<file path="src/core/selfprog_pkg.sv">
/*
 * Shared constants for the self-programming control and lock block:
 * register offsets, control bit positions, lock byte layout, reset values
 * and the arming window lengths.
 * Assumes an APB master with 32-bit data and word-aligned register offsets.
 */
// Functional notes
// Lock-set store programs boot locks from r0
// Load after lock-set reads lock or fuse
// Page-write store writes buffer to page
// Stall core during no-RWW page operation
// Page-erase store erases pointer page
// Store enable allows store four cycles
// Plain store fills buffer, pointer LSB ignored
// Store enable clears after store or timeout
// Store enable stays set while busy
// Only five command patterns take effect
// Software keeps one store in progress
// Six lock bits, top two read one
// Only chip erase restores lock bits
// Lock mode two blocks external programming
// Lock mode three blocks programming and verify
// App lock low forbids application writes
// App lock high forbids boot-side reads
// App modes mask interrupts in application
// Boot lock low forbids boot writes
// Boot lock high forbids app-side reads
// Boot modes mask interrupts in boot
// Program fuses and boot locks first
// Store-ready interrupt while store enable clear
// RWW operation sets busy, blocks reads
// Ignored pattern changes nothing; the code still loads the interrupt enable bit from it
package selfprog_pkg;

    // ========================================================================
    // Register offsets (byte addresses).
    localparam logic [7:0] CTRL_OFFSET = 8'h00;
    localparam logic [7:0] LOCK_OFFSET = 8'h04;
    localparam logic [7:0] FUSE_OFFSET = 8'h08;
    localparam logic [7:0] STATUS_OFFSET = 8'h0C;
    localparam logic [7:0] ERASE_OFFSET = 8'h10;

    // ========================================================================
    // Control register bit positions.
    localparam int STORE_EN_BIT = 0;
    localparam int ERASE_BIT = 1;
    localparam int WRITE_BIT = 2;
    localparam int LOCKSET_BIT = 3;
    localparam int RWW_BUSY_BIT = 6;
    localparam int IRQ_EN_BIT = 7;

    // Accepted lower-five-bit command patterns.
    localparam logic [4:0] CMD_LOCKSET = 5'h09;
    localparam logic [4:0] CMD_WRITE = 5'h05;
    localparam logic [4:0] CMD_ERASE = 5'h03;
    localparam logic [4:0] CMD_FILL = 5'h01;
    localparam logic [4:0] CMD_RWW_EN = 5'h11;

    // ========================================================================
    // Lock byte layout; one means unprogrammed.
    localparam int LOCK_ONE_POS = 0;
    localparam int LOCK_TWO_POS = 1;
    localparam int APP_LO_POS = 2;
    localparam int APP_HI_POS = 3;
    localparam int BOOT_LO_POS = 4;
    localparam int BOOT_HI_POS = 5;
    localparam logic [7:0] LOCK_RESET = 8'hFF;
    localparam logic [7:0] FUSE_RESET = 8'hFF;
    localparam logic [7:0] CHIP_ERASE_KEY = 8'hA5;

    // ========================================================================
    // Timing.
    localparam logic [2:0] STORE_WINDOW = 3'd4;
    localparam logic [2:0] LOAD_WINDOW = 3'd3;
    localparam logic [7:0] OP_CYCLES_DEF = 8'd16;

endpackage

</file>
<file path="src/core/selfprog_ctrl.sv">
/*
 * Self-programming sequencer: an APB control/status register arms a store
 * command for a short window; the core's store and load strobes then fill
 * the page buffer, erase or write a page, set boot locks or read locks.
 * Assumes the core raises spm_store / lpm_load for one cycle per
 * instruction and honours core_stall. The flash array is outside; this
 * block only issues its page command and times it.
 */
// The APB register port and the register addresses were decided locally.
`timescale 1ns/1ps
`default_nettype none
module selfprog_ctrl
    import selfprog_pkg::*;
#(
    parameter int ADDR_W = 16,
    parameter int PAGE_LSB = 8,
    parameter logic [7:0] OP_CYCLES = OP_CYCLES_DEF,
    parameter logic [15:0] BOOT_START = 16'hE000,
    parameter logic [15:0] NO_RWW_START = 16'hE000
)(
    input wire logic pclk,
    input wire logic presetn,
    input wire logic psel,
    input wire logic penable,
    input wire logic pwrite,
    input wire logic [7:0] paddr,
    input wire logic [31:0] pwdata,
    output logic [31:0] prdata,
    output logic pready,
    output logic pslverr,
    input wire logic spm_store,
    input wire logic lpm_load,
    input wire logic [ADDR_W-1:0] z_ptr,
    input wire logic [15:0] r1_r0,
    input wire logic exec_boot,
    input wire logic vectors_in_boot,
    input wire logic global_irq_en,
    output logic [7:0] load_data,
    output logic load_valid,
    output logic load_denied,
    output logic fill_strobe,
    output logic [ADDR_W-1:0] fill_addr,
    output logic [15:0] fill_data,
    output logic page_erase_go,
    output logic page_write_go,
    output logic [ADDR_W-1:0] page_addr,
    output logic core_stall,
    output logic rww_read_block,
    output logic store_ready_irq,
    output logic irq_allowed,
    output logic ext_prog_allowed,
    output logic ext_verify_allowed,
    output logic fuse_change_allowed
);
    import selfprog_pkg::*;

    typedef enum logic [1:0] {IDLE, ARMED, BUSY} state_e;

    state_e state_q, state_d;
    logic [4:0] cmd_q, cmd_d;
    logic [2:0] win_q, win_d;
    logic [2:0] lwin_q, lwin_d;
    logic [7:0] busy_cnt_q, busy_cnt_d;
    logic busy_no_rww_q, busy_no_rww_d;
    logic rww_busy_q, rww_busy_d;
    logic irq_en_q;
    logic [7:0] lock_q;
    logic [7:0] fuse_q;
    logic [31:0] prdata_q;
    logic [7:0] load_data_q;
    logic load_valid_q, load_denied_q;
    logic fill_q, erase_go_q, write_go_q;
    logic [ADDR_W-1:0] fill_addr_q, page_addr_q;
    logic [15:0] fill_data_q;

    // ========================================================================
    // APB decode; every access completes in its first access cycle.
    wire wr_en = psel & penable & pwrite;
    // Read data is latched in the setup cycle so that it stands at the access edge.
    wire rd_setup = psel & ~penable & ~pwrite;
    wire hit_ctrl = (paddr == CTRL_OFFSET);
    wire hit_lock = (paddr == LOCK_OFFSET);
    wire hit_fuse = (paddr == FUSE_OFFSET);
    wire hit_status = (paddr == STATUS_OFFSET);
    wire hit_erase = (paddr == ERASE_OFFSET);
    wire mapped = hit_ctrl | hit_lock | hit_fuse | hit_status | hit_erase;
    assign pready = 1'b1;
    assign pslverr = psel & penable & ~mapped;
    assign prdata = prdata_q;

    // ========================================================================
    // Command decode of the low five control bits.
    wire [4:0] wr_cmd = pwdata[4:0];
    wire ctrl_wr = wr_en & hit_ctrl;
    wire pattern_ok = (wr_cmd == CMD_LOCKSET) | (wr_cmd == CMD_WRITE)
        | (wr_cmd == CMD_ERASE) | (wr_cmd == CMD_FILL)
        | (wr_cmd == CMD_RWW_EN);
    // A new command is refused while busy; one operation at a time.
    wire arm = ctrl_wr & pattern_ok & (state_q != BUSY);

    // ========================================================================
    // Store target decode and protection check.
    wire [ADDR_W-1:0] page_base = {z_ptr[ADDR_W-1:PAGE_LSB], {PAGE_LSB{1'b0}}};
    wire target_boot = (z_ptr >= BOOT_START);
    wire target_no_rww = (z_ptr >= NO_RWW_START);
    logic store_allowed, load_allowed, g_irq_ok, boot_lock_ok;

    selfprog_lock_guard u_guard (
        .lock_bits(lock_q),
        .target_boot(target_boot),
        .exec_boot(exec_boot),
        .vectors_in_boot(vectors_in_boot),
        .store_allowed(store_allowed),
        .load_allowed(load_allowed),
        .irq_allowed(g_irq_ok),
        .ext_prog_allowed(ext_prog_allowed),
        .ext_verify_allowed(ext_verify_allowed),
        .fuse_change_allowed(fuse_change_allowed),
        .boot_lock_change_allowed(boot_lock_ok)
    );
    assign irq_allowed = g_irq_ok;

    wire take_store = (state_q == ARMED) & spm_store;
    wire do_lockset = take_store & (cmd_q == CMD_LOCKSET);
    wire do_erase = take_store & (cmd_q == CMD_ERASE) & store_allowed;
    wire do_write = take_store & (cmd_q == CMD_WRITE) & store_allowed;
    wire do_fill = take_store & (cmd_q == CMD_FILL);
    wire do_rww_en = take_store & (cmd_q == CMD_RWW_EN);
    wire start_op = do_erase | do_write;
    wire lock_read = (lwin_q != 3'd0) & (cmd_q == CMD_LOCKSET) & lpm_load;

    // ========================================================================
    // Sequencer next state: arm, take one store, or time out.
    always_comb begin
        state_d = state_q;
        cmd_d = cmd_q;
        win_d = win_q;
        lwin_d = (lwin_q != 3'd0) ? lwin_q - 3'd1 : 3'd0;
        busy_cnt_d = busy_cnt_q;
        busy_no_rww_d = busy_no_rww_q;
        case (state_q)
            IDLE, ARMED: begin
                if (arm) begin
                    state_d = ARMED;
                    cmd_d = wr_cmd;
                    win_d = STORE_WINDOW;
                    lwin_d = (wr_cmd == CMD_LOCKSET) ? LOAD_WINDOW : 3'd0;
                end else if (start_op) begin
                    state_d = BUSY;
                    busy_cnt_d = OP_CYCLES;
                    busy_no_rww_d = target_no_rww;
                end else if (take_store || win_q == 3'd1) begin
                    state_d = IDLE;
                    cmd_d = 5'h00;
                    win_d = 3'd0;
                end else if (state_q == ARMED) begin
                    win_d = win_q - 3'd1;
                end
            end
            BUSY: begin
                if (busy_cnt_q == 8'd1) begin
                    state_d = IDLE;
                    cmd_d = 5'h00;
                    win_d = 3'd0;
                    busy_no_rww_d = 1'b0;
                end
                busy_cnt_d = busy_cnt_q - 8'd1;
            end
            default: state_d = IDLE;
        endcase
    end

    // Read-while-write busy: set by an RWW-side operation, cleared by the
    // re-enable store or by a buffer fill.
    always_comb begin
        rww_busy_d = rww_busy_q;
        if (start_op && !target_no_rww) begin
            rww_busy_d = 1'b1;
        end else if (do_rww_en || do_fill) begin
            rww_busy_d = 1'b0;
        end
    end

    // ========================================================================
    // Sequencer registers.
    always_ff @(posedge pclk or negedge presetn) begin
        if (!presetn) begin
            state_q <= IDLE;
            cmd_q <= 5'h00;
            win_q <= 3'd0;
            lwin_q <= 3'd0;
            busy_cnt_q <= 8'h00;
            busy_no_rww_q <= 1'b0;
            rww_busy_q <= 1'b0;
        end else begin
            state_q <= state_d;
            cmd_q <= cmd_d;
            win_q <= win_d;
            lwin_q <= lwin_d;
            busy_cnt_q <= busy_cnt_d;
            busy_no_rww_q <= busy_no_rww_d;
            rww_busy_q <= rww_busy_d;
        end
    end

    // ========================================================================
    // Lock and fuse storage; programming can only clear bits, and only the
    // chip erase key restores the lock bits, so a stray store can never unlock.
    wire chip_erase = wr_en & hit_erase & (pwdata[7:0] == CHIP_ERASE_KEY);
    // Only r0 bits 5:2 reach the boot lock bits; the two low lock bits are kept.
    wire [7:0] lock_prog = {2'b11, r1_r0[5:2], 2'b11};
    // The two low lock bits may always be programmed further from outside, but
    // the boot lock bits freeze once both of them are programmed.
    wire [3:0] ext_boot_bits = boot_lock_ok ? pwdata[5:2] : 4'hF;
    always_ff @(posedge pclk or negedge presetn) begin
        if (!presetn) begin
            lock_q <= LOCK_RESET;
            fuse_q <= FUSE_RESET;
        end else if (chip_erase) begin
            lock_q <= LOCK_RESET;
        end else if (do_lockset && boot_lock_ok) begin
            lock_q <= lock_q & lock_prog;
        end else if (wr_en && hit_fuse && fuse_change_allowed) begin
            fuse_q <= fuse_q & pwdata[7:0];
        end else if (wr_en && hit_lock) begin
            lock_q <= lock_q & {2'b11, ext_boot_bits, pwdata[1:0]};
        end
    end

    // ========================================================================
    // Interrupt enable and outputs derived from state.
    always_ff @(posedge pclk or negedge presetn) begin
        if (!presetn) begin
            irq_en_q <= 1'b0;
        end else if (ctrl_wr) begin
            irq_en_q <= pwdata[IRQ_EN_BIT];
        end
    end

    wire store_en_view = (state_q != IDLE);
    assign store_ready_irq = irq_en_q & global_irq_en & ~store_en_view;
    assign core_stall = (state_q == BUSY) & busy_no_rww_q;
    assign rww_read_block = rww_busy_q;

    // ========================================================================
    // Read data mux and pulse outputs.
    wire [7:0] ctrl_view = {irq_en_q, rww_busy_q, 1'b0, 5'h00}
        | {3'b000, (store_en_view ? cmd_q : 5'h00)};
    wire [31:0] rd_mux = hit_ctrl ? {24'h000000, ctrl_view}
        : hit_lock ? {24'h000000, lock_q}
        : hit_fuse ? {24'h000000, fuse_q}
        : hit_status ? {24'h000000, busy_cnt_q}
        : 32'h00000000;
    wire load_block = ~load_allowed | (rww_busy_q & ~target_no_rww);

    always_ff @(posedge pclk or negedge presetn) begin
        if (!presetn) begin
            prdata_q <= 32'h00000000;
            load_data_q <= 8'h00;
            load_valid_q <= 1'b0;
            load_denied_q <= 1'b0;
            fill_q <= 1'b0;
            erase_go_q <= 1'b0;
            write_go_q <= 1'b0;
            fill_addr_q <= '0;
            fill_data_q <= 16'h0000;
            page_addr_q <= '0;
        end else begin
            prdata_q <= rd_setup ? rd_mux : prdata_q;
            load_valid_q <= lock_read;
            load_denied_q <= lpm_load & ~lock_read & load_block;
            if (lock_read) begin
                load_data_q <= z_ptr[0] ? fuse_q : lock_q;
            end
            fill_q <= do_fill;
            if (do_fill) begin
                fill_addr_q <= {z_ptr[ADDR_W-1:1], 1'b0};
                fill_data_q <= r1_r0;
            end
            erase_go_q <= do_erase;
            write_go_q <= do_write;
            if (start_op) begin
                page_addr_q <= page_base;
            end
        end
    end

    assign load_data = load_data_q;
    assign load_valid = load_valid_q;
    assign load_denied = load_denied_q;
    assign fill_strobe = fill_q;
    assign fill_addr = fill_addr_q;
    assign fill_data = fill_data_q;
    assign page_erase_go = erase_go_q;
    assign page_write_go = write_go_q;
    assign page_addr = page_addr_q;
endmodule
`default_nettype wire

</file>
<file path="src/core/selfprog_lock_guard.sv">
/*
 * Lock-bit decoder: turns the lock byte into access permissions for
 * stores, loads, interrupts and the external programming port.
 * Assumes the caller says which section the core executes from and which
 * section an access targets.
 */
`timescale 1ns/1ps
`default_nettype none
module selfprog_lock_guard
    import selfprog_pkg::*;
(
    input wire logic [7:0] lock_bits,
    input wire logic target_boot,
    input wire logic exec_boot,
    input wire logic vectors_in_boot,
    output logic store_allowed,
    output logic load_allowed,
    output logic irq_allowed,
    output logic ext_prog_allowed,
    output logic ext_verify_allowed,
    output logic fuse_change_allowed,
    output logic boot_lock_change_allowed
);
    import selfprog_pkg::*;

    // ========================================================================
    // Decode; a zero bit is a programmed lock.
    wire app_lo = ~lock_bits[APP_LO_POS];
    wire app_hi = ~lock_bits[APP_HI_POS];
    wire boot_lo = ~lock_bits[BOOT_LO_POS];
    wire boot_hi = ~lock_bits[BOOT_HI_POS];
    wire lock_one = ~lock_bits[LOCK_ONE_POS];
    wire lock_two = ~lock_bits[LOCK_TWO_POS];

    // Section-selected write and read protection.
    assign store_allowed = target_boot ? ~boot_lo : ~app_lo;
    assign load_allowed = ~((app_hi & exec_boot & ~target_boot)
        | (boot_hi & ~exec_boot & target_boot));
    // Interrupts are cut when code runs in a read-protected section and the vectors sit on the far side.
    assign irq_allowed = ~((app_hi & vectors_in_boot & ~exec_boot)
        | (boot_hi & ~vectors_in_boot & exec_boot));
    assign ext_prog_allowed = ~lock_one;
    assign ext_verify_allowed = ~(lock_one & lock_two);
    assign fuse_change_allowed = ~lock_one;
    assign boot_lock_change_allowed = ~(lock_one & lock_two);
endmodule
`default_nettype wire

</file>
<file path="config.mk">
export PLATFORM = sky130hd
export DESIGN_NAME = selfprog_ctrl
export DESIGN_NICKNAME = d
export VERILOG_FILES = /design/src/core/selfprog_pkg.sv /design/src/core/selfprog_ctrl.sv /design/src/core/selfprog_lock_guard.sv
export SDC_FILE = /design/constraint.sdc
export NUM_CORES = 1
export LEC_CHECK = 0
export ABC_AREA = 1
export BUFFER_PORTS_ARGS = -buffer_cell sky130_fd_sc_hd__buf_2
export CAP_MARGIN = 20
export CORE_AREA = 2 2 138 100
export DETAILED_ROUTE_END_ITERATION = 8
export DIE_AREA = 0 0 140 102
export PLACE_DENSITY = 0.65
export SLEW_MARGIN = 20
export SYNTH_ARGS = -nofsm -noshare
export SYNTH_HDL_FRONTEND = slang
export SYNTH_SLANG_ARGS = --single-unit
</file>
<file path="constraint.sdc">
create_clock -name pclk -period 1.59 [get_ports pclk]
set_clock_uncertainty 0.05 [all_clocks]
set_input_delay 0.159 -clock pclk [delete_from_list [all_inputs] [get_ports pclk]]
set_output_delay 0.159 -clock pclk [all_outputs]
set_load 0.03 [all_outputs]
</file>
* After elaboration in Yosys (flattened, before gate mapping)
Cells that the tools add are included.
** Storage, ports and cells
- Bits in registers :: 124
- Bits of input ports :: 82
- Output and inout bits :: 102
** Operators by class
- Add/subtract/negate cells :: 3
- $lt $le $gt $ge :: 1
- Eq/ne operators :: 28
- Mux-type cells :: 41
- Bitwise logic cells :: 67
- Reductions and logical operators :: 23
** Operator list (number)
- 8-bit 2-to-1 mux :: 11
- 1-bit AND :: 35
- 5-bit 2-to-1 mux :: 5
- 8-bit AND :: 3
- 3-bit 2-to-1 mux :: 8
- 8-bit by 4-bit equality test with 1-bit output, second input constant :: 2
- 16-bit greater-or-equal comparator, second input constant :: 1
- 1-bit inverter :: 16
- 8-bit one-hot mux with 2 select lines :: 1
- 1-bit bitwise OR :: 12
- 4-bit AND reduction :: 3
- 5-bit by 1-bit equality test with 1-bit output, second input constant :: 2
- 5-bit by 2-bit equality test with 1-bit output, second input constant :: 2
- 5-bit by 3-bit equality test with 1-bit output, second input constant :: 2
- 5-bit by 4-bit equality test with 1-bit output, second input constant :: 2
- 5-bit equality test, second input constant :: 2
- 2-bit 2-to-1 mux :: 5
- 5-bit one-hot mux with 2 select lines :: 1
- 3-bit inequality test, second input constant :: 3
- 8-bit by 1-bit equality test with 1-bit output, second input constant :: 1
- 8-bit by 3-bit equality test with 1-bit output, second input constant :: 1
- 8-bit by 5-bit equality test with 1-bit output, second input constant :: 1
- 8-bit equality test, second input constant :: 1
- 8-bit logical NOT :: 1
- other kinds (22) :: 42

* Logic depth before layout (Yosys ltp)
- Word-level depth :: 9
- Mapped depth :: 11
- Gate-level depth less buffers :: 11

* Cells and area by module
Synthesis repeated with hierarchy kept, for this count alone.
** Unflattened totals
- Cell total of the unflattened synthesis :: 688
- Area total of the unflattened synthesis :: 5383.9 um^2
** Modules (own cells, without submodules)
- selfprog_ctrl :: times used 1, cells an instance 670, area an instance 5300.1 um^2
- selfprog_lock_guard :: times used 1, cells an instance 18, area an instance 83.8 um^2

* Least setup slack after synthesis
OpenSTA, ideal clock, no wires.
- Kind :: reg-to-reg
- Start :: reg lock_q[0]
- End :: reg lock_q[2]
- Setup time :: 0.073 ns
- Arrival :: 1.591 ns
- Slack :: -0.123 ns
- Cell stages (with the launch flop) :: 7
- Clock period less this slack :: 1.713 ns
- Cells stage by stage :: dfstp_2 inv_1 nand2_1 nand2_2 nand3b_2 nand2_1 o21ai_1
** On the way
- Elaborated cells between the ends (all ways) :: 14
- Those cells by class :: 1 x eq/ne; 5 x mux; 4 x bitwise; 4 x reduce/logical
** RTL lines
- from (decl) :: RTL line selfprog_ctrl.sv:67 : logic [7:0] lock_q;
- from (signal assigned) :: RTL line selfprog_ctrl.sv:222 : lock_q <= lock_q & lock_prog;
- from (signal assigned) :: RTL line selfprog_ctrl.sv:226 : lock_q <= lock_q & {2'b11, ext_boot_bits, pwdata[1:0]};
- 1-bit inverter * :: RTL line selfprog_lock_guard.sv:32 : wire lock_one = ~lock_bits[LOCK_ONE_POS];
- 1-bit AND *
- 1-bit inverter *
- named net ext_verify_allowed :: RTL line selfprog_ctrl.sv:52 : output logic ext_verify_allowed,
- 1-bit logical AND * :: RTL line selfprog_ctrl.sv:221 : end else if (do_lockset && boot_lock_ok) begin
- 3-bit inequality test (no source line), or another cell as far along
- 2-bit AND reduction (no source line) / 8-bit 2-to-1 mux (equally long branches)
Mark *: on every way through the listed nets, which the timed path passes. The rest lies on a longest branch. The select of a mux whose other input is x is not followed.
A chain may end at the register's enable or synchronous reset.

* Worst setup path in the final report
- Start :: reg busy_cnt_q[2]
- End :: reg win_q[0]
** On the way
- Cells in the longest elaborated chain, start to end :: 3
** Ends and longest elaborated chain
- from (decl) :: RTL line selfprog_ctrl.sv:63 : logic [7:0] busy_cnt_q, busy_cnt_d;
- from (signal assigned) :: RTL line selfprog_ctrl.sv:200 : busy_cnt_q <= busy_cnt_d;
- 8-bit by 1-bit equality test with 1-bit output :: RTL line selfprog_ctrl.sv:161 : if (busy_cnt_q == 8'd1) begin
- 2-bit inequality test (no source line)
- 4-bit AND reduction (no source line)
- to (signal assigned) :: RTL line selfprog_ctrl.sv:198 : win_q <= win_d;
- to (decl) :: RTL line selfprog_ctrl.sv:61 : logic [2:0] win_q, win_d;
No other way between the ends.

==> impl_metrics.toml <==
[min_path]
hold_removal_path_class = "in -> reg"

[clock_network]
clock-root-buffer = "clkbuf_16"
clk_latency_ns = 0.34
clock_path_buffers = 2
number_of_buffers_created_by_cts = 9
cts.sink_count = 99
clk_transition_reported_paths_ns = 0.07
cts_tree = "built"
htree_num_levels = 3

[placement]
dpl.hpwl_mm = 10.21
buffer_ports.inserted = 125
placed_instances = 955
finalWeightedCongestion = 0.8831

[finish]
post-route-util_pct = 54.16
drive_gt1_share_pct = 32.86
mostFrequentLayoutCell = "nand2_1"
layout.cells.non_filler = 1009
mostFrequentLayoutCells = "nand2_1, buf_2, dfrtp_1"
nNetsFinal = 924
antenna_cells_inserted = 0
syn_to_final_growth_pct = 38.28

[synthesis]
synth_cell_types = 42
mappedNetlistArea_um2 = 5060
ys_ff_latch = 99
synthesized_instance_count = 625
register_area_share_after_synthesis_pct = 49.33
syn_avg_cell_area_um2 = 8.096
yosys_warning_total = 0

[critical_path]
worstPathRequired_ns = 1.77
critPathMaxFanout = 4
worst_setup_end_kind = "flip-flop"
critical_path_class = "reg -> reg"
cp_num_buf_inv = 0
cp_slowest_cell = "dfrtp_1"
worstPathArrival_ns = 1.80
cp_slowest_stage_delay_ns = 0.38
path_cells = "or2_4 > nor2_4 > nand3_2 > o21ai_4 > nand3_2 > nand2_1 > nand2_1"
critical_path.startpoint_type = "flip-flop"
path_delay_family = "simple AND/OR/NAND/NOR gates"

[detailed_routing]
avgViaCountPerCell = 4.673
detailedRoute.firstPassIterationCount = 9
drc = 11
final_antenna_net_count = 0
wire_per_inst_um = 13.79
wl_mm = 13.92
route.vias.total = 4715
detail_route.iter0.violations = 314

[power_and_ir_drop]
power.share.clock_pct = 41.7
power.total_mw = 5.403
power.density_nw_per_um2 = 772.2
vdd_ir_drop_max_mv = 0.5085
internal_power_mw = 3.984
sequentialPowerShare_pct = 47.8
pwr-share-comb_pct = 10.5
leakage_nw = 3.820
p_switching_mw = 1.419
fraction_of_power_spent_switching_nets_pct = 26.27

[grt]
grt_pass1_vias = 4398
global_route.usage.met3_pct = 3.749
grt_use_met1_pct = 27.59
wire_length_of_the_first_global_routing_pass_mm = 21.90
track_usage_pct = 19.42
grt_antenna_before_repair = 0
grt_remaining_overflow = 0
grt_start_max_net_pins = 34
grt_most_used_layer = "met2"
use_met2_pct = 30.50

[floorplan]
chipHeight_um = 102
die_area_um2 = 14280
i_o_pins = 184
core_region_area_um2 = 12920
initial_core_util_pct = 39.17
fp-row-count = 35
die_x_um = 140

[timing]
fin_ws_ns = -0.02535
timing_limited_maximum_frequency_mhz = 619.1
final_clock_period_utilization_by_the_worst_path_pct = 101.6
timing_max_transition_violations_final = 0
finalHoldViolCount = 0
period_needed_ns = 1.615
rsz_0062_raised_after_global_routing = "true"
finish_stage_setup_viols = 6

[status]
status = "complete, but fails checks"
failing_checks = "DRC, setup timing"

[job]
cap_violations = 0
==> cells in the mapped netlist (all sizes together) <==
master / number / share of area, %
nand2: 184 / 14
dfrtp: 84 / 42
nor2: 68 / 5.2
inv: 67 / 5.0
buf: 42 / 6.1
nand3: 36 / 4.2
o21ai: 35 / 3.5
a21oi: 19 / 1.9
dfstp: 15 / 7.8
nand4: 14 / 1.9
o21a: 12 / 1.8
nor3: 10 / 1.4
nand3b: 5 / 0.82
o211ai: 5 / 0.74
clkbuf: 4 / 0.30
ha: 4 / 0.99
o22ai: 3 / 0.37
or2: 3 / 0.42
a31o: 2 / 0.35
conb: 2 / 0.15
nor4: 2 / 0.25
o2111ai: 2 / 0.35
xor2: 2 / 0.35
a211oi: 1 / 0.15
a22oi: 1 / 0.15
clkinv: 1 / 0.074
o221a: 1 / 0.22
o31ai: 1 / 0.15
==> stage by stage <==
stage	setup TNS (ns)	hold WS, ns	worst slack, ns	area, um2
final	-0.08267	0.02119	-0.02535	6997
after global routing	-0.9988	0.02140	-0.1073	6997
after CTS	-0.02114	0.0003563	-0.01321	6729
after detailed placement	-0.02284	0.09389	-0.01405	6145
after global placement	0	0.09364	0.01924	6145
after floorplan	0	-0.1866	0.04490	5182
==> final cells by class <==
type | instances | area, um2
clock buffers | 10 | 229.0
clock inverters | 6 | 72.57
fillers | 1214 | 5922
inverters | 68 | 262.8
multi-input cells | 445 | 2267
flip-flops and latches | 99 | 2500
well taps | 166 | 207.7
repair buffers | 215 | 1458
==> power by group through the flow <==
stage               combinational, mW  sequential, mW  clock (mW)
floorplan                       0.280            2.69           0
global placement                0.510            2.63           0
detailed placement              0.514            2.63           0
CTS                             0.564            2.58        2.29
global route                    0.619            2.59        2.41
finish                          0.569            2.58        2.25
==> worst register-to-register path: stages (launching register included) <==
cell     delay (ns)
dfrtp_1        0.38
or2_4          0.27
nor2_4         0.11
nand3_2        0.11
o21ai_4        0.29
nand3_2        0.15
nand2_1        0.09
nand2_1        0.05
==> cells by family (layout without fill, tap and decap cells) <==
family	count (synthesis)	in the layout	synth area share [%]
flip-flops	99	99	49.33
AND/OR/NAND/NOR	322	323	28.12
AO/OA/AOI/OAI	82	82	9.669
buffers and inverters	114	299	11.40
XOR/XNOR	2	2	0.3463
adder cells (fa/ha/maj)	4	4	0.9892
other	2	34	0.1484
==> path summary, 6_finish.rpt <==
check	startpoint	to	slack [ns]	depth (start not counted)
max in group asynchronous	presetn	state_q[1]	0.65	3
worst max-delay path	busy_cnt_q[2]	win_q[0]	-0.03	7
worst min-delay path	pwdata[5]	fuse_q[5]	0.02	3
worst max register to register	busy_cnt_q[2]	win_q[0]	-0.03	7
min in group asynchronous	presetn	fill_data[8]	0.26	2
worst min register to register	busy_no_rww_q	busy_no_rww_q	0.42	2
==> flip-flops by register name (all words and copies together), names as in the netlist, 5 cells and up <==
| name | flops |
|---|---|
| fill_data | 16 |
| fill_addr | 15 |
| busy_cnt_q | 8 |
| fuse_q | 8 |
| load_data | 8 |
| page_addr | 8 |
| prdata | 8 |
| lock_q | 7 |
| cmd_q | 5 |
==> routing by layer <==
metal / wire (um) / up-vias
li1: - / 2375
met1: 6748 / 2202
met2: 6392 / 120
met3: 575 / 18
met4: 201 / 0
met5: 0 / -
==> repair_timing <==
action / CTS / global route
setup endpoints to repair: 8 / 82
setup buffers: 1 / 11
pin swaps: 1 / 21
endpoints found under the hold margin: 37 / 1
cloned: 0 / 1
gates resized for setup: 7 / 48
hold buffers: 24 / 1
No activity file was read; power rests on OpenSTA's default activity.
